### config.mk
export PLATFORM = sky130hd
export DESIGN_NAME = adcsq_core
export DESIGN_NICKNAME = d
export VERILOG_FILES = /design/src/adcsq_pkg.sv /design/src/adcsq_core.sv
export VERILOG_INCLUDE_DIRS = /design/src
export SDC_FILE = /design/constraint.sdc
export NUM_CORES = 1
export LEC_CHECK = 0
export BUFFER_PORTS_ARGS = -buffer_cell sky130_fd_sc_hd__buf_4
export CAP_MARGIN = 40
export CORE_ASPECT_RATIO = 0.8
export CORE_MARGIN = 5
export CORE_UTILIZATION = 36
export DETAILED_ROUTE_END_ITERATION = 10
export PLACE_DENSITY = 0.55
export SYNTH_ARGS = -nofsm -noshare
export SYNTH_HDL_FRONTEND = slang
export SYNTH_SLANG_ARGS = --single-unit
### constraint.sdc
create_clock -name mclk_i -period 5.95 [get_ports mclk_i]
set_clock_uncertainty 0.2 [all_clocks]
set_input_delay 0.2975 -clock mclk_i [delete_from_list [all_inputs] [get_ports mclk_i]]
set_output_delay 0.2975 -clock mclk_i [all_outputs]
set_load 0.02 [all_outputs]
### src/adcsq_map.svh
// Purpose: register offsets, field positions, reset values and timing counts
// Assumes: word-indexed register port, 16-bit data
// Notes:   definitions only
`ifndef ADCSQ_MAP_SVH
`define ADCSQ_MAP_SVH
`define ADCSQ_ADDR_W           4
`define ADCSQ_OFF_SEQ_CTRL     4'h0
`define ADCSQ_OFF_TIMING       4'h1
`define ADCSQ_OFF_DMA_LEN      4'h2
`define ADCSQ_OFF_AUX_SEL      4'h3
`define ADCSQ_OFF_MAIN_SEL     4'h4
`define ADCSQ_OFF_SCAN_HI      4'h5
`define ADCSQ_OFF_SCAN_LO      4'h6
`define ADCSQ_OFF_PIN_DIGITAL_SELECT_HI      4'h7
`define ADCSQ_OFF_PIN_DIGITAL_SELECT_LO      4'h8
`define ADCSQ_OFF_MODE         4'h9
`define ADCSQ_OFF_STATUS       4'ha
`define ADCSQ_RESET_WORD       16'h0000
`define ADCSQ_SEQ_WMASK        16'h0703
`define ADCSQ_SEQ_WMASK12      16'h0403
`define ADCSQ_SEQ_INCREMENT_RATE_MASK    16'h003c
`define ADCSQ_TIM_WMASK        16'h9fff
`define ADCSQ_DMA_WMASK        16'h0007
`define ADCSQ_AUX_WMASK        16'h0707
`define ADCSQ_MAIN_WMASK       16'h9f9f
`define ADCSQ_BIT_SCAN_EN      10
`define ADCSQ_BIT_BUFFER_HALF_STATUS         7
`define ADCSQ_BIT_SPLIT_BUFFER_MODE         1
`define ADCSQ_BIT_ALTERNATE_SAMPLE_MODE         0
`define ADCSQ_BIT_CONV_CLOCK_SOURCE         15
`define ADCSQ_INCREMENT_RATE_LSB         2
`define ADCSQ_AUTO_SAMPLE_TIME_LSB         8
`define ADCSQ_SAMPLE_NS        100
`define ADCSQ_CLK_NS           100
`define ADCSQ_CYC_PER_SAMPLE   \
  ((`ADCSQ_SAMPLE_NS + `ADCSQ_CLK_NS - 1) / `ADCSQ_CLK_NS)
`define ADCSQ_CONV_TAD         12
`define ADCSQ_SCAN_PTR_RST     5'h1f
`endif

### src/adcsq_pkg.sv
// Purpose: shared types for the converter sequence and input select block
// Assumes: adcsq_map.svh holds the numbers
// Notes:   types only
package adcsq_pkg;
  typedef enum logic [2:0] {
    ADCSQ_IDLE   = 3'b001,
    ADCSQ_SAMPLE = 3'b010,
    ADCSQ_CONV   = 3'b100
  } adcsq_state_type;
  typedef struct packed {
    logic [4:0] main_pos;
    logic       main_neg;
    logic [4:0] aux_pos_0;
    logic [4:0] aux_pos_1;
    logic [4:0] aux_pos_2;
    logic [1:0] aux_neg;
    logic       use_vref_neg;
    logic [1:0] channel_count;
  } adcsq_mux_type;
  typedef struct packed {
    logic        req;
    logic [15:0] addr;
  } adcsq_dma_type;
endpackage

### src/adcsq_core.sv
// Purpose: sequencing, input selection and pin mode logic of a converter
// Assumes: sample/conversion starts come from the converter core control
// Notes:   converter core, triggers and result data live outside
`timescale 1ns/1ns
`include "adcsq_map.svh"
module adcsq_core #(
  parameter int          INPUT_COUNT  = 32,
  parameter bit          SECOND_CONV  = 1'b0,
  parameter int          BUF_WORDS    = 16
) (
  input  wire logic                       mclk_i,
  input  wire logic                       sys_rst_i,
  input  wire logic [`ADCSQ_ADDR_W-1:0]   reg_addr_i,
  input  wire logic [15:0]                reg_wdata_i,
  input  wire logic                       reg_wr_i,
  input  wire logic                       reg_rd_i,
  output logic      [15:0]                reg_rdata_o,
  input  wire logic                       start_sample_i,
  input  wire logic                       module_disable_i,
  input  wire logic [15:0]                peer_pin_digital_select_low_i,
  input  wire logic                       rc_clock_i,
  output adcsq_pkg::adcsq_mux_type        mux_o,
  output logic                            sampling_o,
  output logic                            conv_clk_en_o,
  output logic                            convert_done_o,
  output logic                            event_o,
  output adcsq_pkg::adcsq_dma_type        dma_o,
  output logic      [31:0]                pin_analog_o,
  output logic      [31:0]                port_read_en_o
);
  import adcsq_pkg::*;

  // elaboration checks on the parameters
  if (INPUT_COUNT < 1 || INPUT_COUNT > 32) begin : g_bad_count
    $error("input count must be 1 to 32");
  end
  if (BUF_WORDS < 2 || BUF_WORDS > 1024) begin : g_bad_buf
    $error("buffer words out of range");
  end

  localparam int CONV_TAD = `ADCSQ_CONV_TAD;

  // software registers
  logic [15:0] seq_ff, tim_ff, dma_len_ff, aux_ff, main_ff;
  logic [15:0] scan_hi_ff, scan_lo_ff, pin_digital_select_hi_ff, pin_digital_select_lo_ff;
  logic        twelve_bit_mode_ff;
  logic        dma_order_mode_ff;
  logic        rc_meta_ff, rc_sync_ff, rc_prev_ff;
  logic [7:0]  div_cnt_ff;
  logic [4:0]  tad_cnt_ff;
  logic [3:0]  increment_rate_cnt_ff;
  logic        half_ff;
  logic        alt_b_ff;
  logic [4:0]  scan_ptr_ff;
  logic [9:0]  buf_ptr_ff;
  logic [1:0]  ch_idx_ff;
  adcsq_state_type state_ff;
  logic        event_ff, done_ff;
  adcsq_dma_type dma_ff;
  adcsq_mux_type mux_ff;
  logic [15:0] rdata_ff;

  // write strobes per register
  wire wr_seq  = reg_wr_i && reg_addr_i == `ADCSQ_OFF_SEQ_CTRL;
  wire wr_tim  = reg_wr_i && reg_addr_i == `ADCSQ_OFF_TIMING;
  wire wr_dma  = reg_wr_i && reg_addr_i == `ADCSQ_OFF_DMA_LEN;
  wire wr_aux  = reg_wr_i && reg_addr_i == `ADCSQ_OFF_AUX_SEL;
  wire wr_main = reg_wr_i && reg_addr_i == `ADCSQ_OFF_MAIN_SEL;
  wire wr_shi  = reg_wr_i && reg_addr_i == `ADCSQ_OFF_SCAN_HI;
  wire wr_slo  = reg_wr_i && reg_addr_i == `ADCSQ_OFF_SCAN_LO;
  wire wr_phi  = reg_wr_i && reg_addr_i == `ADCSQ_OFF_PIN_DIGITAL_SELECT_HI;
  wire wr_plo  = reg_wr_i && reg_addr_i == `ADCSQ_OFF_PIN_DIGITAL_SELECT_LO;
  wire wr_mode = reg_wr_i && reg_addr_i == `ADCSQ_OFF_MODE;

  // field decode
  wire       scan_enable    = seq_ff[`ADCSQ_BIT_SCAN_EN];
  wire       split_buffer_mode = seq_ff[`ADCSQ_BIT_SPLIT_BUFFER_MODE];
  wire       alternate_sample_mode = seq_ff[`ADCSQ_BIT_ALTERNATE_SAMPLE_MODE];
  wire [3:0] increment_rate = seq_ff[`ADCSQ_INCREMENT_RATE_LSB +: 4];
  wire [1:0] channel_count_select = twelve_bit_mode_ff ? 2'b00
                                  : seq_ff[9:8];
  wire       conv_clock_source = tim_ff[`ADCSQ_BIT_CONV_CLOCK_SOURCE];
  wire [4:0] auto_sample_time  = tim_ff[`ADCSQ_AUTO_SAMPLE_TIME_LSB +: 5];
  wire [7:0] conv_clock_divider = tim_ff[7:0];
  wire [2:0] dma_buffer_length = dma_len_ff[2:0];
  wire [31:0] scan_mask = {scan_hi_ff, scan_lo_ff};
  wire [31:0] scan_masked = SECOND_CONV ? {16'h0000, scan_lo_ff}
                                        : scan_mask;
  wire [4:0] max_input = SECOND_CONV ? 5'h0f : 5'h1f;
  wire       use_b = alternate_sample_mode && alt_b_ff;
  wire [4:0] main_sel_a = main_ff[4:0];
  wire [4:0] main_sel_b = main_ff[12:8];
  wire       aux_pos_sel = use_b ? aux_ff[8] : aux_ff[0];
  wire [1:0] aux_neg_sel = use_b ? aux_ff[10:9] : aux_ff[2:1];

  // next scan slot: first set mask bit above current pointer, wraps
  logic [4:0] nxt_scan_ptr;
  logic       scan_found;
  always_comb begin
    int k;
    logic [4:0] idx;
    k            = 0;
    idx          = 5'h00;
    nxt_scan_ptr = scan_ptr_ff;
    scan_found   = 1'b0;
    for (k = 1; k <= 32; k++) begin
      idx = 5'(int'(scan_ptr_ff) + k);
      if (!scan_found && scan_masked[idx]) begin
        nxt_scan_ptr = idx;
        scan_found   = 1'b1;
      end
    end
  end

  // main positive input choice, capped on the second converter
  wire [4:0] main_raw = use_b ? main_sel_b
                      : (scan_enable ? scan_ptr_ff : main_sel_a);
  wire [4:0] main_pos = (main_raw > max_input) ? max_input
                                               : main_raw;
  wire       main_absent = int'(main_pos) >= INPUT_COUNT;
  wire       main_neg = use_b ? main_ff[15] : main_ff[7];

  // pin mode: set bit digital (low half only if the peer bit is also set), disabled module all digital
  wire [31:0] pin_digital_select_eff = {SECOND_CONV ? 16'hffff : pin_digital_select_hi_ff,
                          pin_digital_select_lo_ff & peer_pin_digital_select_low_i};
  genvar g;
  generate
    for (g = 0; g < 32; g++) begin : g_pin
      if (g < INPUT_COUNT) begin : g_real
        assign pin_analog_o[g]   = !module_disable_i && !pin_digital_select_eff[g];
        assign port_read_en_o[g] = module_disable_i || pin_digital_select_eff[g];
      end else begin : g_absent
        assign pin_analog_o[g]   = 1'b0;
        assign port_read_en_o[g] = 1'b0;
      end
    end
  endgenerate
  // applied above via pin_digital_select_eff and module_disable_i

  // conversion clock enable from cycle divider or synced rc clock
  wire div_tick = div_cnt_ff == conv_clock_divider;
  wire rc_tick  = rc_sync_ff && !rc_prev_ff;
  wire tad_en   = conv_clock_source ? rc_tick : div_tick;
  assign conv_clk_en_o = tad_en;

  // register file writes
  always_ff @(posedge mclk_i) begin
    if (sys_rst_i) begin
      seq_ff <= `ADCSQ_RESET_WORD;
      tim_ff <= `ADCSQ_RESET_WORD;
      dma_len_ff <= `ADCSQ_RESET_WORD;
      aux_ff <= `ADCSQ_RESET_WORD;
      main_ff <= `ADCSQ_RESET_WORD;
      scan_hi_ff <= `ADCSQ_RESET_WORD;
      scan_lo_ff <= `ADCSQ_RESET_WORD;
      pin_digital_select_hi_ff <= `ADCSQ_RESET_WORD;
      pin_digital_select_lo_ff <= `ADCSQ_RESET_WORD;
      twelve_bit_mode_ff <= 1'b0;
      dma_order_mode_ff <= 1'b0;
    end else begin
      if (wr_seq)
        seq_ff <= reg_wdata_i & ((twelve_bit_mode_ff ? `ADCSQ_SEQ_WMASK12
                 : `ADCSQ_SEQ_WMASK) | `ADCSQ_SEQ_INCREMENT_RATE_MASK);
      if (wr_tim)  tim_ff <= reg_wdata_i & `ADCSQ_TIM_WMASK;
      if (wr_dma)  dma_len_ff <= reg_wdata_i & `ADCSQ_DMA_WMASK;
      if (wr_aux)  aux_ff <= reg_wdata_i & `ADCSQ_AUX_WMASK;
      if (wr_main) main_ff <= reg_wdata_i & `ADCSQ_MAIN_WMASK;
      if (wr_shi)  scan_hi_ff <= reg_wdata_i;
      if (wr_slo)  scan_lo_ff <= reg_wdata_i;
      if (wr_phi)  pin_digital_select_hi_ff <= reg_wdata_i;
      if (wr_plo)  pin_digital_select_lo_ff <= reg_wdata_i;
      if (wr_mode) begin
        twelve_bit_mode_ff <= reg_wdata_i[0];
        dma_order_mode_ff  <= reg_wdata_i[1];
      end
    end
  end

  // read mux, data in the cycle after the strobe
  logic [15:0] nxt_rdata;
  always_comb begin
    case (reg_addr_i)
      `ADCSQ_OFF_SEQ_CTRL: nxt_rdata = {seq_ff[15:10], channel_count_select,
                            half_ff, seq_ff[6:0]};
      `ADCSQ_OFF_TIMING:   nxt_rdata = tim_ff;
      `ADCSQ_OFF_DMA_LEN:  nxt_rdata = dma_len_ff;
      `ADCSQ_OFF_AUX_SEL:  nxt_rdata = twelve_bit_mode_ff ? 16'h0000
                                                          : aux_ff;
      `ADCSQ_OFF_MAIN_SEL: nxt_rdata = main_ff;
      `ADCSQ_OFF_SCAN_HI:  nxt_rdata = scan_hi_ff;
      `ADCSQ_OFF_SCAN_LO:  nxt_rdata = scan_lo_ff;
      `ADCSQ_OFF_PIN_DIGITAL_SELECT_HI:  nxt_rdata = SECOND_CONV ? 16'h0000
                                                   : pin_digital_select_hi_ff;
      `ADCSQ_OFF_PIN_DIGITAL_SELECT_LO:  nxt_rdata = pin_digital_select_lo_ff;
      `ADCSQ_OFF_MODE:     nxt_rdata = {14'h0000, dma_order_mode_ff,
                                        twelve_bit_mode_ff};
      `ADCSQ_OFF_STATUS:   nxt_rdata = {11'h000, scan_ptr_ff};
      default:             nxt_rdata = 16'h0000;
    endcase
  end

  always_ff @(posedge mclk_i) begin
    if (sys_rst_i) rdata_ff <= 16'h0000;
    else if (reg_rd_i) rdata_ff <= nxt_rdata;
    else rdata_ff <= 16'h0000;
  end
  assign reg_rdata_o = rdata_ff;

  // rc clock synchroniser and cycle divider
  always_ff @(posedge mclk_i) begin
    if (sys_rst_i) begin
      rc_meta_ff <= 1'b0;
      rc_sync_ff <= 1'b0;
      rc_prev_ff <= 1'b0;
      div_cnt_ff <= 8'h00;
    end else begin
      rc_meta_ff <= rc_clock_i;
      rc_sync_ff <= rc_meta_ff;
      rc_prev_ff <= rc_sync_ff;
      div_cnt_ff <= div_tick ? 8'h00 : div_cnt_ff + 8'h01;
    end
  end

  // scatter or in-order address for the dma channel
  wire [9:0] scatter_addr = 10'((int'(main_pos) << dma_buffer_length)
                          + (int'(buf_ptr_ff) & ((1 << dma_buffer_length)
                          - 1)));
  wire [9:0] half_base = (split_buffer_mode && half_ff)
                       ? 10'(BUF_WORDS / 2) : 10'h000;
  wire [9:0] order_addr = half_base + buf_ptr_ff;
  wire       last_of_group = increment_rate_cnt_ff == increment_rate;
  wire [1:0] last_ch = channel_count_select[1] ? 2'd3
                     : {1'b0, channel_count_select[0]};

  // sample, then convert each selected channel, counting in tad periods
  always_ff @(posedge mclk_i) begin
    if (sys_rst_i) begin
      state_ff <= ADCSQ_IDLE;
      tad_cnt_ff <= 5'h00;
      increment_rate_cnt_ff <= 4'h0;
      half_ff <= 1'b0;
      alt_b_ff <= 1'b0;
      scan_ptr_ff <= `ADCSQ_SCAN_PTR_RST;
      buf_ptr_ff <= 10'h000;
      ch_idx_ff <= 2'd0;
      event_ff <= 1'b0;
      done_ff <= 1'b0;
      dma_ff <= '0;
    end else begin
      event_ff <= 1'b0;
      done_ff <= 1'b0;
      dma_ff.req <= 1'b0;
      if (wr_slo || wr_shi || (wr_seq && !reg_wdata_i[`ADCSQ_BIT_SCAN_EN]))
        scan_ptr_ff <= `ADCSQ_SCAN_PTR_RST;
      case (state_ff)
        ADCSQ_IDLE: begin
          if (start_sample_i && !module_disable_i) begin
            state_ff <= ADCSQ_SAMPLE;
            tad_cnt_ff <= 5'h00;
            if (scan_enable && !use_b && scan_found)
              scan_ptr_ff <= nxt_scan_ptr;
          end
        end
        ADCSQ_SAMPLE: begin
          if (tad_cnt_ff >= auto_sample_time) begin
            state_ff <= ADCSQ_CONV;
            tad_cnt_ff <= 5'h00;
            ch_idx_ff <= 2'd0;
          end else if (tad_en) begin
            tad_cnt_ff <= tad_cnt_ff + 5'h01;
          end
        end
        ADCSQ_CONV: begin
          if (tad_en && int'(tad_cnt_ff) == CONV_TAD - 1) begin
            tad_cnt_ff <= 5'h00;
            done_ff <= 1'b1;
            dma_ff.req <= 1'b1;
            dma_ff.addr <= 16'(dma_order_mode_ff ? order_addr
                                                 : scatter_addr);
            buf_ptr_ff <= buf_ptr_ff + 10'h001;
            if (ch_idx_ff == last_ch) begin
              state_ff <= ADCSQ_IDLE;
              alt_b_ff <= alternate_sample_mode ? !alt_b_ff : 1'b0;
              if (last_of_group) begin
                increment_rate_cnt_ff <= 4'h0;
                event_ff <= 1'b1;
                buf_ptr_ff <= 10'h000;
                half_ff <= split_buffer_mode ? !half_ff : 1'b0;
              end else begin
                increment_rate_cnt_ff <= increment_rate_cnt_ff + 4'h1;
              end
            end else begin
              ch_idx_ff <= ch_idx_ff + 2'd1;
            end
          end else if (tad_en) begin
            tad_cnt_ff <= tad_cnt_ff + 5'h01;
          end
        end
        default: state_ff <= ADCSQ_IDLE;
      endcase
    end
  end

  // aux channel inputs and mux outputs, registered
  always_ff @(posedge mclk_i) begin
    if (sys_rst_i) begin
      mux_ff <= '0;
    end else begin
      mux_ff.main_pos <= main_pos;
      mux_ff.main_neg <= main_neg;
      mux_ff.use_vref_neg <= main_absent;
      mux_ff.aux_pos_0 <= aux_pos_sel ? 5'd3 : 5'd0;
      mux_ff.aux_pos_1 <= aux_pos_sel ? 5'd4 : 5'd1;
      mux_ff.aux_pos_2 <= aux_pos_sel ? 5'd5 : 5'd2;
      mux_ff.aux_neg <= aux_neg_sel;  // 10 AN6-8, 11 AN9-11, 0x ref
      mux_ff.channel_count <= channel_count_select;
    end
  end

  assign mux_o          = mux_ff;
  assign sampling_o     = state_ff == ADCSQ_SAMPLE;
  assign convert_done_o = done_ff;
  assign event_o        = event_ff;
  assign dma_o          = dma_ff;
endmodule

==> results.json, run 1 <==
{
  "cts.clk_slew.worst_paths_ns": 0.08,
  "synthArstFlopShare_pct": 0,
  "synth_cells": 1879,
  "layout_commonest_cell": "nand2_1",
  "drt_wl_total_mm": 63.55,
  "grt_pass1_wl_mm": 94.68,
  "period_needed_ns": 5.540,
  "antenna_found_initial": 1,
  "p_leak_nw": 7.159,
  "die-area_mm2": 0.04627,
  "synth_edf_count": 0,
  "synth_top_area_share_pct": 25.39,
  "hold_violations": 0,
  "wl_per_cell_um": 24.60,
  "reg2reg_slack_ns": 0.41,
  "worstMarginPinSlew_ns": 0.9103,
  "vias": 15619,
  "cts_resized": 0,
  "cts_inserted_buffers": 17,
  "grt_pass1_vias": 14614,
  "drive_gt1_share_pct": 21.17,
  "dp_hpwl_mm": 48.17,
  "cts_tree": "built",
  "cap_viol_max_count": 0,
  "setup_slack_ns": 0.4103,
  "rsz0062_at_grt": "false",
  "hold_slack_ns": 0.05703,
  "globalplace.congestion": 1.005,
  "h-tree-depth": 4,
  "crit_start": "scan_ptr_ff[0]",
  "crit_path_end_kind": "flip-flop",
  "port_buffers": 154,
  "drc": 0,
  "placed_cells": 2534,
  "cts_sinks": 192,
  "slowest_stage": "ha_1",
  "syn2layout_area_growth_pct": 17.33,
  "syn-cell-area_mm2": 0.01514,
  "status": "finished clean",
  "finalCritPeriodShare_pct": 93.10,
  "crit_chain": "inv_1 -> ha_1 -> mux4_2 -> mux4_2 -> mux2_2 -> nor4_4 -> and3_1 -> and4_1 -> buf_4 -> nand3_1 -> o21ai_0 -> a31oi_1 -> o211ai_1 -> o221ai_1",
  "start_kind": "flip-flop",
  "clk_path_buf_depth": 2,
  "final_cell_mix": "327 x nand2_1, 229 x buf_4, 190 x dfxtp_1",
  "ys_seq_area_share_pct": 25.39,
  "start_util_pct": 36.26,
  "cp_common_cell": "mux4_2",
  "max_stage_delay_ns": 0.84,
  "final_nets": 2095,
  "first_pass_iters": 6,
  "min_path_type": "input port to flip-flop",
  "cp.arrival_ns": 5.64,
  "dieWidth_um": 239.3,
  "vias_per_cell": 6.047,
  "drt_iter0_drc": 2201,
  "antennaDiodeCount": 0,
  "grt_overflow": 0,
  "synth_top_area_cell": "dfxtp_1",
  "finalMaxSlewViolations": 0,
  "fmaxAchievable_ghz": 0.1805,
  "power.density_mw_per_mm2": 169.2,
  "rows": 67,
  "timing.setup.tns_ns": 0,
  "core_area_mm2": 0.04175,
  "yosys_warnings": 0,
  "clk_latency_ns": 0.45,
  "pre_cts_slack_ns": 0.5117,
  "synth_cell_types": 92,
  "dieHeight_um": 193.4,
  "peakVddDrop_v": 0.0002136,
  "finalPower_mw": 3.006,
  "ys.flop_type": "dfxtp_1",
  "path_class": "flip-flop to flip-flop",
  "grt_max_degree": 81,
  "path_max_fanout": 17,
  "clock-root-buffer": "clkbuf_16",
  "setup_viol": 0,
  "post_cts_buffers": 0,
  "track_usage_pct": 26.45,
  "crit_required_ns": 6.05,
  "syn_area_per_cell_um2": 8.056,
  "maxSlewHeadroom_pct": 38.67,
  "finalNonFillerCells": 2583,
  "ios": 170,
  "antenna_left": 0,
  "synth_area_leaders": "dfxtp_1 25%, mux4_2 12%, nand2_1 8.1%",
  "ys_ff_latch": 192,
  "r2r_start": "scan_ptr_ff[0]",
  "min_from": "reg_wr_i"
}
critical path: cells and delay by family (launching register included):
family	cells	cell delay [ns]
AO/OA/AOI/OAI	4	0.91
adder cells (fa/ha/maj)	1	0.84
buffers and inverters	2	0.30
flip-flops	1	0.33
multiplexers	3	1.63
AND/OR/NAND/NOR	4	1.17
layer usage:
metal	vias to the layer above	wire (um)	global-route usage, %
li1	7065	-	-
met1	7575	28480	39.38
met2	887	25940	36.47
met3	90	7882	10.01
met4	2	1234	5.198
met5	-	20	0
flip-flops by register name (all words and copies together), names as in the netlist, 2 cells and up:
signal / flops
scan_hi_ff: 16
seq_ff: 9
state_ff: 3
dma_o: 10
tad_cnt_ff: 5
tim_ff: 14
pin_digital_select_lo_ff: 16
buf_ptr_ff: 10
aux_ff: 6
scan_lo_ff: 16
div_cnt_ff: 8
dma_len_ff: 3
mux_o: 12
scan_ptr_ff: 5
reg_rdata_o: 16
ch_idx_ff: 2
pin_digital_select_hi_ff: 16
main_ff: 12
increment_rate_cnt_ff: 4
cells in the mapped netlist (all sizes together) (8+ instances only):
library cell,n
nand2b,20
nor3,40
xor2,41
mux2,36
inv,77
o22ai,15
nor2,121
nor4,13
nand2,327
o21ai,56
a31oi,25
mux2i,74
a21o,21
nand4,12
ha,33
a21boi,8
a22oi,32
dfxtp,192
nand3,50
buf,50
o211ai,11
a21oi,176
or3,9
or2,27
a211oi,15
nor2b,19
a221oi,17
xnor2,31
and2,23
nor3b,10
clkbuf,92
mux4,81
and3,17
where the power goes:
group          internal, mW  leakage [nW]  switching, mW  total (mW)
Clock                 0.679         0.294          0.551        1.23
Sequential             1.30          1.55         0.0254        1.32
Combinational         0.168          5.32          0.283       0.451
stage by stage:
step,util (%),area (um2)
2_1_floorplan,-,15200
3_3_place_gp,40.65,16970
3_5_place_dp,40.66,16980
4_1_cts,42.54,17760
5_1_grt,42.54,17760
6_report,42.54,17760
path summary, 6_finish.rpt:
kind,to,depth (start not counted)
worst max-delay path,scan_ptr_ff[2],14
worst min-delay path,seq_ff[5],3
worst max register to register,scan_ptr_ff[2],14
worst min register to register,rc_sync_ff,1
final cells by class:
cell class                      instances  area [um2]
Multi-Input combinational cell       1484       10430
Clock inverter                         14       175.2
Timing Repair Buffer                  246        1889
Tap cell                              552       690.7
Fill cell                            4222       23990
Inverter                               77       289.0
Sequential cell                       192        3846
Clock buffer                           18       439.2
what timing repair did:
item / 4_1_cts / 5_1_grt
hold endpoints to repair: 89 / 0
endpoints found under the setup margin: 0 / 0
hold buffers: 17 / 0
cells by family (layout without fill, tap and decap cells):
group / after synthesis / in the layout / synth area share, %
flip-flops: 192 / 192 / 25.39
other: 1 / 17 / 0.02477
adder cells (fa/ha/maj): 34 / 34 / 2.860
AO/OA/AOI/OAI: 463 / 463 / 19.84
buffers and inverters: 219 / 355 / 6.249
multiplexers: 191 / 191 / 19.76
AND/OR/NAND/NOR: 707 / 707 / 21.66
XOR/XNOR: 72 / 72 / 4.216
Note: power is estimated with default switching activity, not from simulation.
==> run 2, diff against run 1 <==
Settings changed: CORE_MARGIN 5 to 1.5.
==> results.json, run 2 (synthesized netlist as in run 1, its figures left out) <==
{
  "p_switching_uw": 865.6,
  "wl_per_cell_um": 24.82,
  "grt_max_degree": 81,
  "min_path_type": "input port to flip-flop",
  "crit_required_ns": 6.12,
  "fmaxAchievable_ghz": 0.1785,
  "final_cell_mix": "327 x nand2_1, 229 x buf_4, 190 x dfxtp_1",
  "ios": 170,
  "antenna_left": 0,
  "hold_slack_ns": 0.04786,
  "first_pass_iters": 8,
  "max_stage_delay_ns": 0.69,
  "grt_pass1_vias": 14014,
  "maxSlewHeadroom_pct": 33.88,
  "h-tree-depth": 4,
  "finalNonFillerCells": 2579,
  "pre_cts_slack_ns": 0.3774,
  "setup_slack_ns": 0.3486,
  "crit_chain": "buf_12 -> ha_1 -> xor2_1 -> mux4_2 -> mux2_2 -> nor4_4 -> buf_4 -> and3_1 -> buf_4 -> nand2b_1 -> a2111oi_0 -> nor4_1 -> o21a_1 -> o211a_1 -> nor3_1",
  "path_max_fanout": 59,
  "port_buffers": 154,
  "rsz0062_at_grt": "false",
  "final_core_util_pct": 43.43,
  "hold_violations": 0,
  "dp_hpwl_mm": 48.97,
  "start_kind": "flip-flop",
  "setup_viol": 0,
  "cts_tree": "built",
  "dieHeight_um": 186.4,
  "drive_gt1_share_pct": 21.33,
  "post_cts_buffers": 0,
  "clock-root-buffer": "clkbuf_16",
  "start_util_pct": 36.88,
  "pwr-share-comb_pct": 15.4,
  "cp.arrival_ns": 5.78,
  "swShare_pct": 28.65,
  "antenna_found_initial": 2,
  "finalCritPeriodShare_pct": 94.14,
  "power.density_mw_per_mm2": 169.5,
  "die-area_mm2": 0.04329,
  "cp_common_cell": "buf_4",
  "drc": 0,
  "path_class": "flip-flop to flip-flop",
  "drt_iter0_drc": 1917,
  "grt_overflow": 0,
  "final_nets": 2099,
  "grt_pass1_wl_mm": 93.96,
  "worstMarginPinSlew_ns": 0.9814,
  "antennaDiodeCount": 0,
  "syn2layout_area_growth_pct": 17.75,
  "cts.clk_slew.worst_paths_ns": 0.07,
  "finalPower_mw": 3.022,
  "track_usage_pct": 29.11,
  "layout_commonest_cell": "nand2_1",
  "crit_path_end_kind": "flip-flop",
  "cts_sinks": 192,
  "timing.setup.tns_ns": 0,
  "p_seq_share_pct": 43.8,
  "clk_latency_ns": 0.46,
  "status": "finished clean",
  "p_int_mw": 2.156,
  "cts_inserted_buffers": 17,
  "vias": 15612,
  "slowest_stage": "xor2_1",
  "core_area_mm2": 0.04104,
  "dieWidth_um": 232.3,
  "peakVddDrop_v": 0.0002234,
  "finalMaxSlewViolations": 0,
  "p_leak_nw": 7.198,
  "place_area_mm2": 0.01703,
  "final_area_mm2": 0.01782,
  "placed_cells": 2530,
  "clk_path_buf_depth": 2,
  "period_needed_ns": 5.601,
  "cap_viol_max_count": 0,
  "globalplace.congestion": 1.049,
  "clockPowerShare_pct": 40.8,
  "drt_wl_total_mm": 64.00,
  "vias_per_cell": 6.054,
  "rows": 66
}
[run 2: per-layer routing]
metal / vias to the layer above / routed length (um) / GRT usage [%]
met1: 7659 / 29850 / 44.55
met3: 71 / 7609 / 9.505
met4: 6 / 816 / 5.145
met5: - / 212 / 3.571
li1: 7072 / - / -
met2: 804 / 25510 / 38.89
[run 2: path summary, 6_finish.rpt]
kind	endpoint	from	depth (start not counted)	slack, ns
hold reg to reg	rc_sync_ff	rc_meta_ff	1	0.24
hold / removal	seq_ff[10]	reg_wr_i	3	0.05
setup / recovery	scan_ptr_ff[3]	scan_ptr_ff[1]	15	0.35
setup reg to reg	scan_ptr_ff[3]	scan_ptr_ff[1]	15	0.35
[run 2: final cells by class]
cell class                 instances  area [um2]
fill                            4090       23220
multi-input combinational       1484       10430
sequential                       192        3846
timing repair buffer             250        1956
tap                              544       680.7
clock buffer                      19       442.9
inverter                          77       289.0
clock inverter                    13       175.2
[run 2: timing repair]
item | 4_1_cts | 5_1_grt
endpoints found under the setup margin | 0 | 1
hold buffers | 17 | 0
gates resized for setup | 0 | 1
hold endpoints to repair | 97 | 0
[run 2: power groups by stage]
stage / Clock (mW) / Sequential [mW] / Combinational, mW
final: 1.23 / 1.32 / 0.465
after global routing: 1.30 / 1.33 / 0.494
after CTS: 1.25 / 1.32 / 0.456
after detailed placement: 0 / 1.35 / 0.445
after global placement: 0 / 1.35 / 0.450
after floorplan: 0 / 1.34 / 0.274
[run 2: worst max-delay path: cells and delay by family, from the launching register on]
family	cells	cell delay, ns
AND/OR/NAND/NOR	5	1.05
multiplexers	2	1.04
AO/OA/AOI/OAI	3	0.92
XOR/XNOR	1	0.69
buffers and inverters	3	0.65
adder cells (fa/ha/maj)	1	0.58
flip-flops	1	0.36
==> run 3, diff against run 2 <==
Settings changed: CORE_ASPECT_RATIO 0.8 to default.
==> results.json, run 3 (synthesized netlist as in run 1, its figures left out) <==
{
  "status": "finished clean",
  "placed_cells": 2518,
  "cts_sinks": 192,
  "antenna_left": 0,
  "reg2reg_slack_ns": 0.13,
  "final_nets": 2099,
  "clk_path_buf_depth": 2,
  "hold_depth": 3,
  "finalMaxSlewViolations": 0,
  "port_buffers": 154,
  "rsz0062_at_grt": "false",
  "vias": 15456,
  "vias_per_cell": 6.021,
  "multi_input_area_mm2": 0.01044,
  "grt_overflow": 0,
  "path_max_fanout": 41,
  "crit_required_ns": 6.12,
  "antenna_found_initial": 0,
  "min_path_type": "input port to flip-flop",
  "worst_r2r_path_depth": 16,
  "power.density_mw_per_mm2": 167.1,
  "grt_pass1_wl_mm": 93.92,
  "crit_path_end_kind": "flip-flop",
  "drive_gt1_share_pct": 21.38,
  "maxSlewHeadroom_pct": 37.90,
  "finalPower_mw": 2.975,
  "p_leak_nw": 7.191,
  "clock-root-buffer": "clkbuf_16",
  "rr_endpoint": "scan_ptr_ff[4]",
  "rows": 74,
  "dieHeight_um": 208.1,
  "syn2layout_area_growth_pct": 17.58,
  "finalCritPeriodShare_pct": 97.83,
  "first_pass_iters": 7,
  "cts_inserted_buffers": 17,
  "grt_max_degree": 85,
  "start_kind": "flip-flop",
  "antennaDiodeCount": 0,
  "h-tree-depth": 4,
  "cts.clk_slew.worst_paths_ns": 0.08,
  "cap_viol_max_count": 0,
  "cts_tree": "built",
  "worstMarginPinSlew_ns": 0.9310,
  "min_from": "reg_wr_i",
  "drt_wl_total_mm": 62.57,
  "path_class": "flip-flop to flip-flop",
  "grt_pass1_vias": 14685,
  "wl_per_cell_um": 24.37,
  "clk_latency_ns": 0.47,
  "globalplace.congestion": 0.9893,
  "track_usage_pct": 28.37,
  "layout_commonest_cell": "nand2_1",
  "ios": 170,
  "core_area_mm2": 0.04120,
  "start_util_pct": 36.74,
  "drc": 0,
  "period_needed_ns": 5.821,
  "final_cell_mix": "327 x nand2_1, 229 x buf_4, 190 x dfxtp_1",
  "die-area_mm2": 0.04329,
  "drt_iter0_drc": 1439,
  "setup_viol": 0,
  "register_area_mm2": 0.003846,
  "hold_violations": 0,
  "dp_hpwl_mm": 47.36,
  "nFillCells": 4170,
  "finalNonFillerCells": 2567,
  "r2r_start": "scan_ptr_ff[1]",
  "dieWidth_um": 208.1,
  "cp.arrival_ns": 5.99,
  "peakVddDrop_v": 0.0001966,
  "min_to": "seq_ff[0]",
  "fmaxAchievable_ghz": 0.1718
}
[run 3: cell count changes in the layout (fill, tap and decap cells not counted)]
| cell | change |
|---|---|
| clkinvlp_4 | +2 |
| bufinv_16 | -1 |
| inv_6 | +1 |
| clkinv_4 | -2 |
| clkdlybuf4s15_2 | -1 |
| buf_2 | +1 |
| xnor2_2 | +1 |
| buf_16 | +1 |
| xnor2_1 | -1 |
| buf_8 | -1 |
[run 3: metrics by stage]
step            TNS (ns)  worst slack, ns  hold slack, ns  util, %  area, um2
3_5_place_dp           0           0.1535          0.2333    41.32      17020
3_3_place_gp   -0.001159        -0.001159          0.2234    41.18      16970
5_1_grt                0          0.06526         0.05890    43.20      17800
6_report               0           0.1292         0.04904    43.20      17800
2_1_floorplan          0           0.6531          0.2138        -      15200
4_1_cts                0           0.1379         0.02804    43.17      17790
[run 3: repair_timing]
| action | CTS | global route |
|---|---|---|
| hold buffers | 17 | 0 |
| hold endpoints to repair | 98 | 0 |
| setup buffers | 0 | 0 |
| gates resized for setup | 0 | 2 |
| endpoints found under the setup margin | 0 | 1 |
[run 3: layout make-up]
cell class | count | area share [%]
multi-input combinational | 1484 | 58.66
tap | 532 | 3.740
sequential | 192 | 21.61
clock buffer | 19 | 2.489
clock inverter | 13 | 0.8506
inverter | 77 | 1.624
timing repair buffer | 250 | 11.02
[run 3: worst max-delay path by stage]
stage | startpoint | end | slack [ns] | cells after the start
floorplan | scan_ptr_ff[1] | scan_ptr_ff[2] | 0.65 | 17
global placement | scan_ptr_ff[1] | scan_ptr_ff[4] | -0.001 | 15
detailed placement | scan_ptr_ff[1] | scan_ptr_ff[4] | 0.15 | 15
CTS | scan_ptr_ff[1] | scan_ptr_ff[4] | 0.14 | 15
global route | scan_ptr_ff[1] | scan_ptr_ff[4] | 0.07 | 16
finish | scan_ptr_ff[1] | scan_ptr_ff[4] | 0.13 | 16
[run 3: power breakdown]
group / internal (mW) / leakage (nW) / switching (mW)
clock network: 0.640 / 0.283 / 0.545
registers: 1.30 / 1.55 / 0.0243
logic: 0.179 / 5.36 / 0.288
[run 3: routing by layer]
metal | up-vias | wire length, um | global-route usage (%)
li1 | 7079 | - | -
met1 | 7508 | 25600 | 35.61
met5 | - | 0 | 0
met2 | 711 | 29580 | 47.13
met3 | 158 | 4082 | 3.879
met4 | 0 | 3310 | 15.45
[run 3: worst max-delay path: stages (launching register included)]
cell and delay, ns:
dfxtp_2 0.35, buf_4 0.34, buf_4 0.58, mux4_2 0.53, mux4_2 0.56, mux2i_4 0.28
o41ai_1 0.14, buf_4 0.16, nor4_4 0.33, nand3_2 0.24, or3_1 0.39, buf_4 0.20
nor4_1 0.66, o22ai_1 0.23, o2111ai_1 0.18, a21oi_1 0.13, o21a_1 0.21
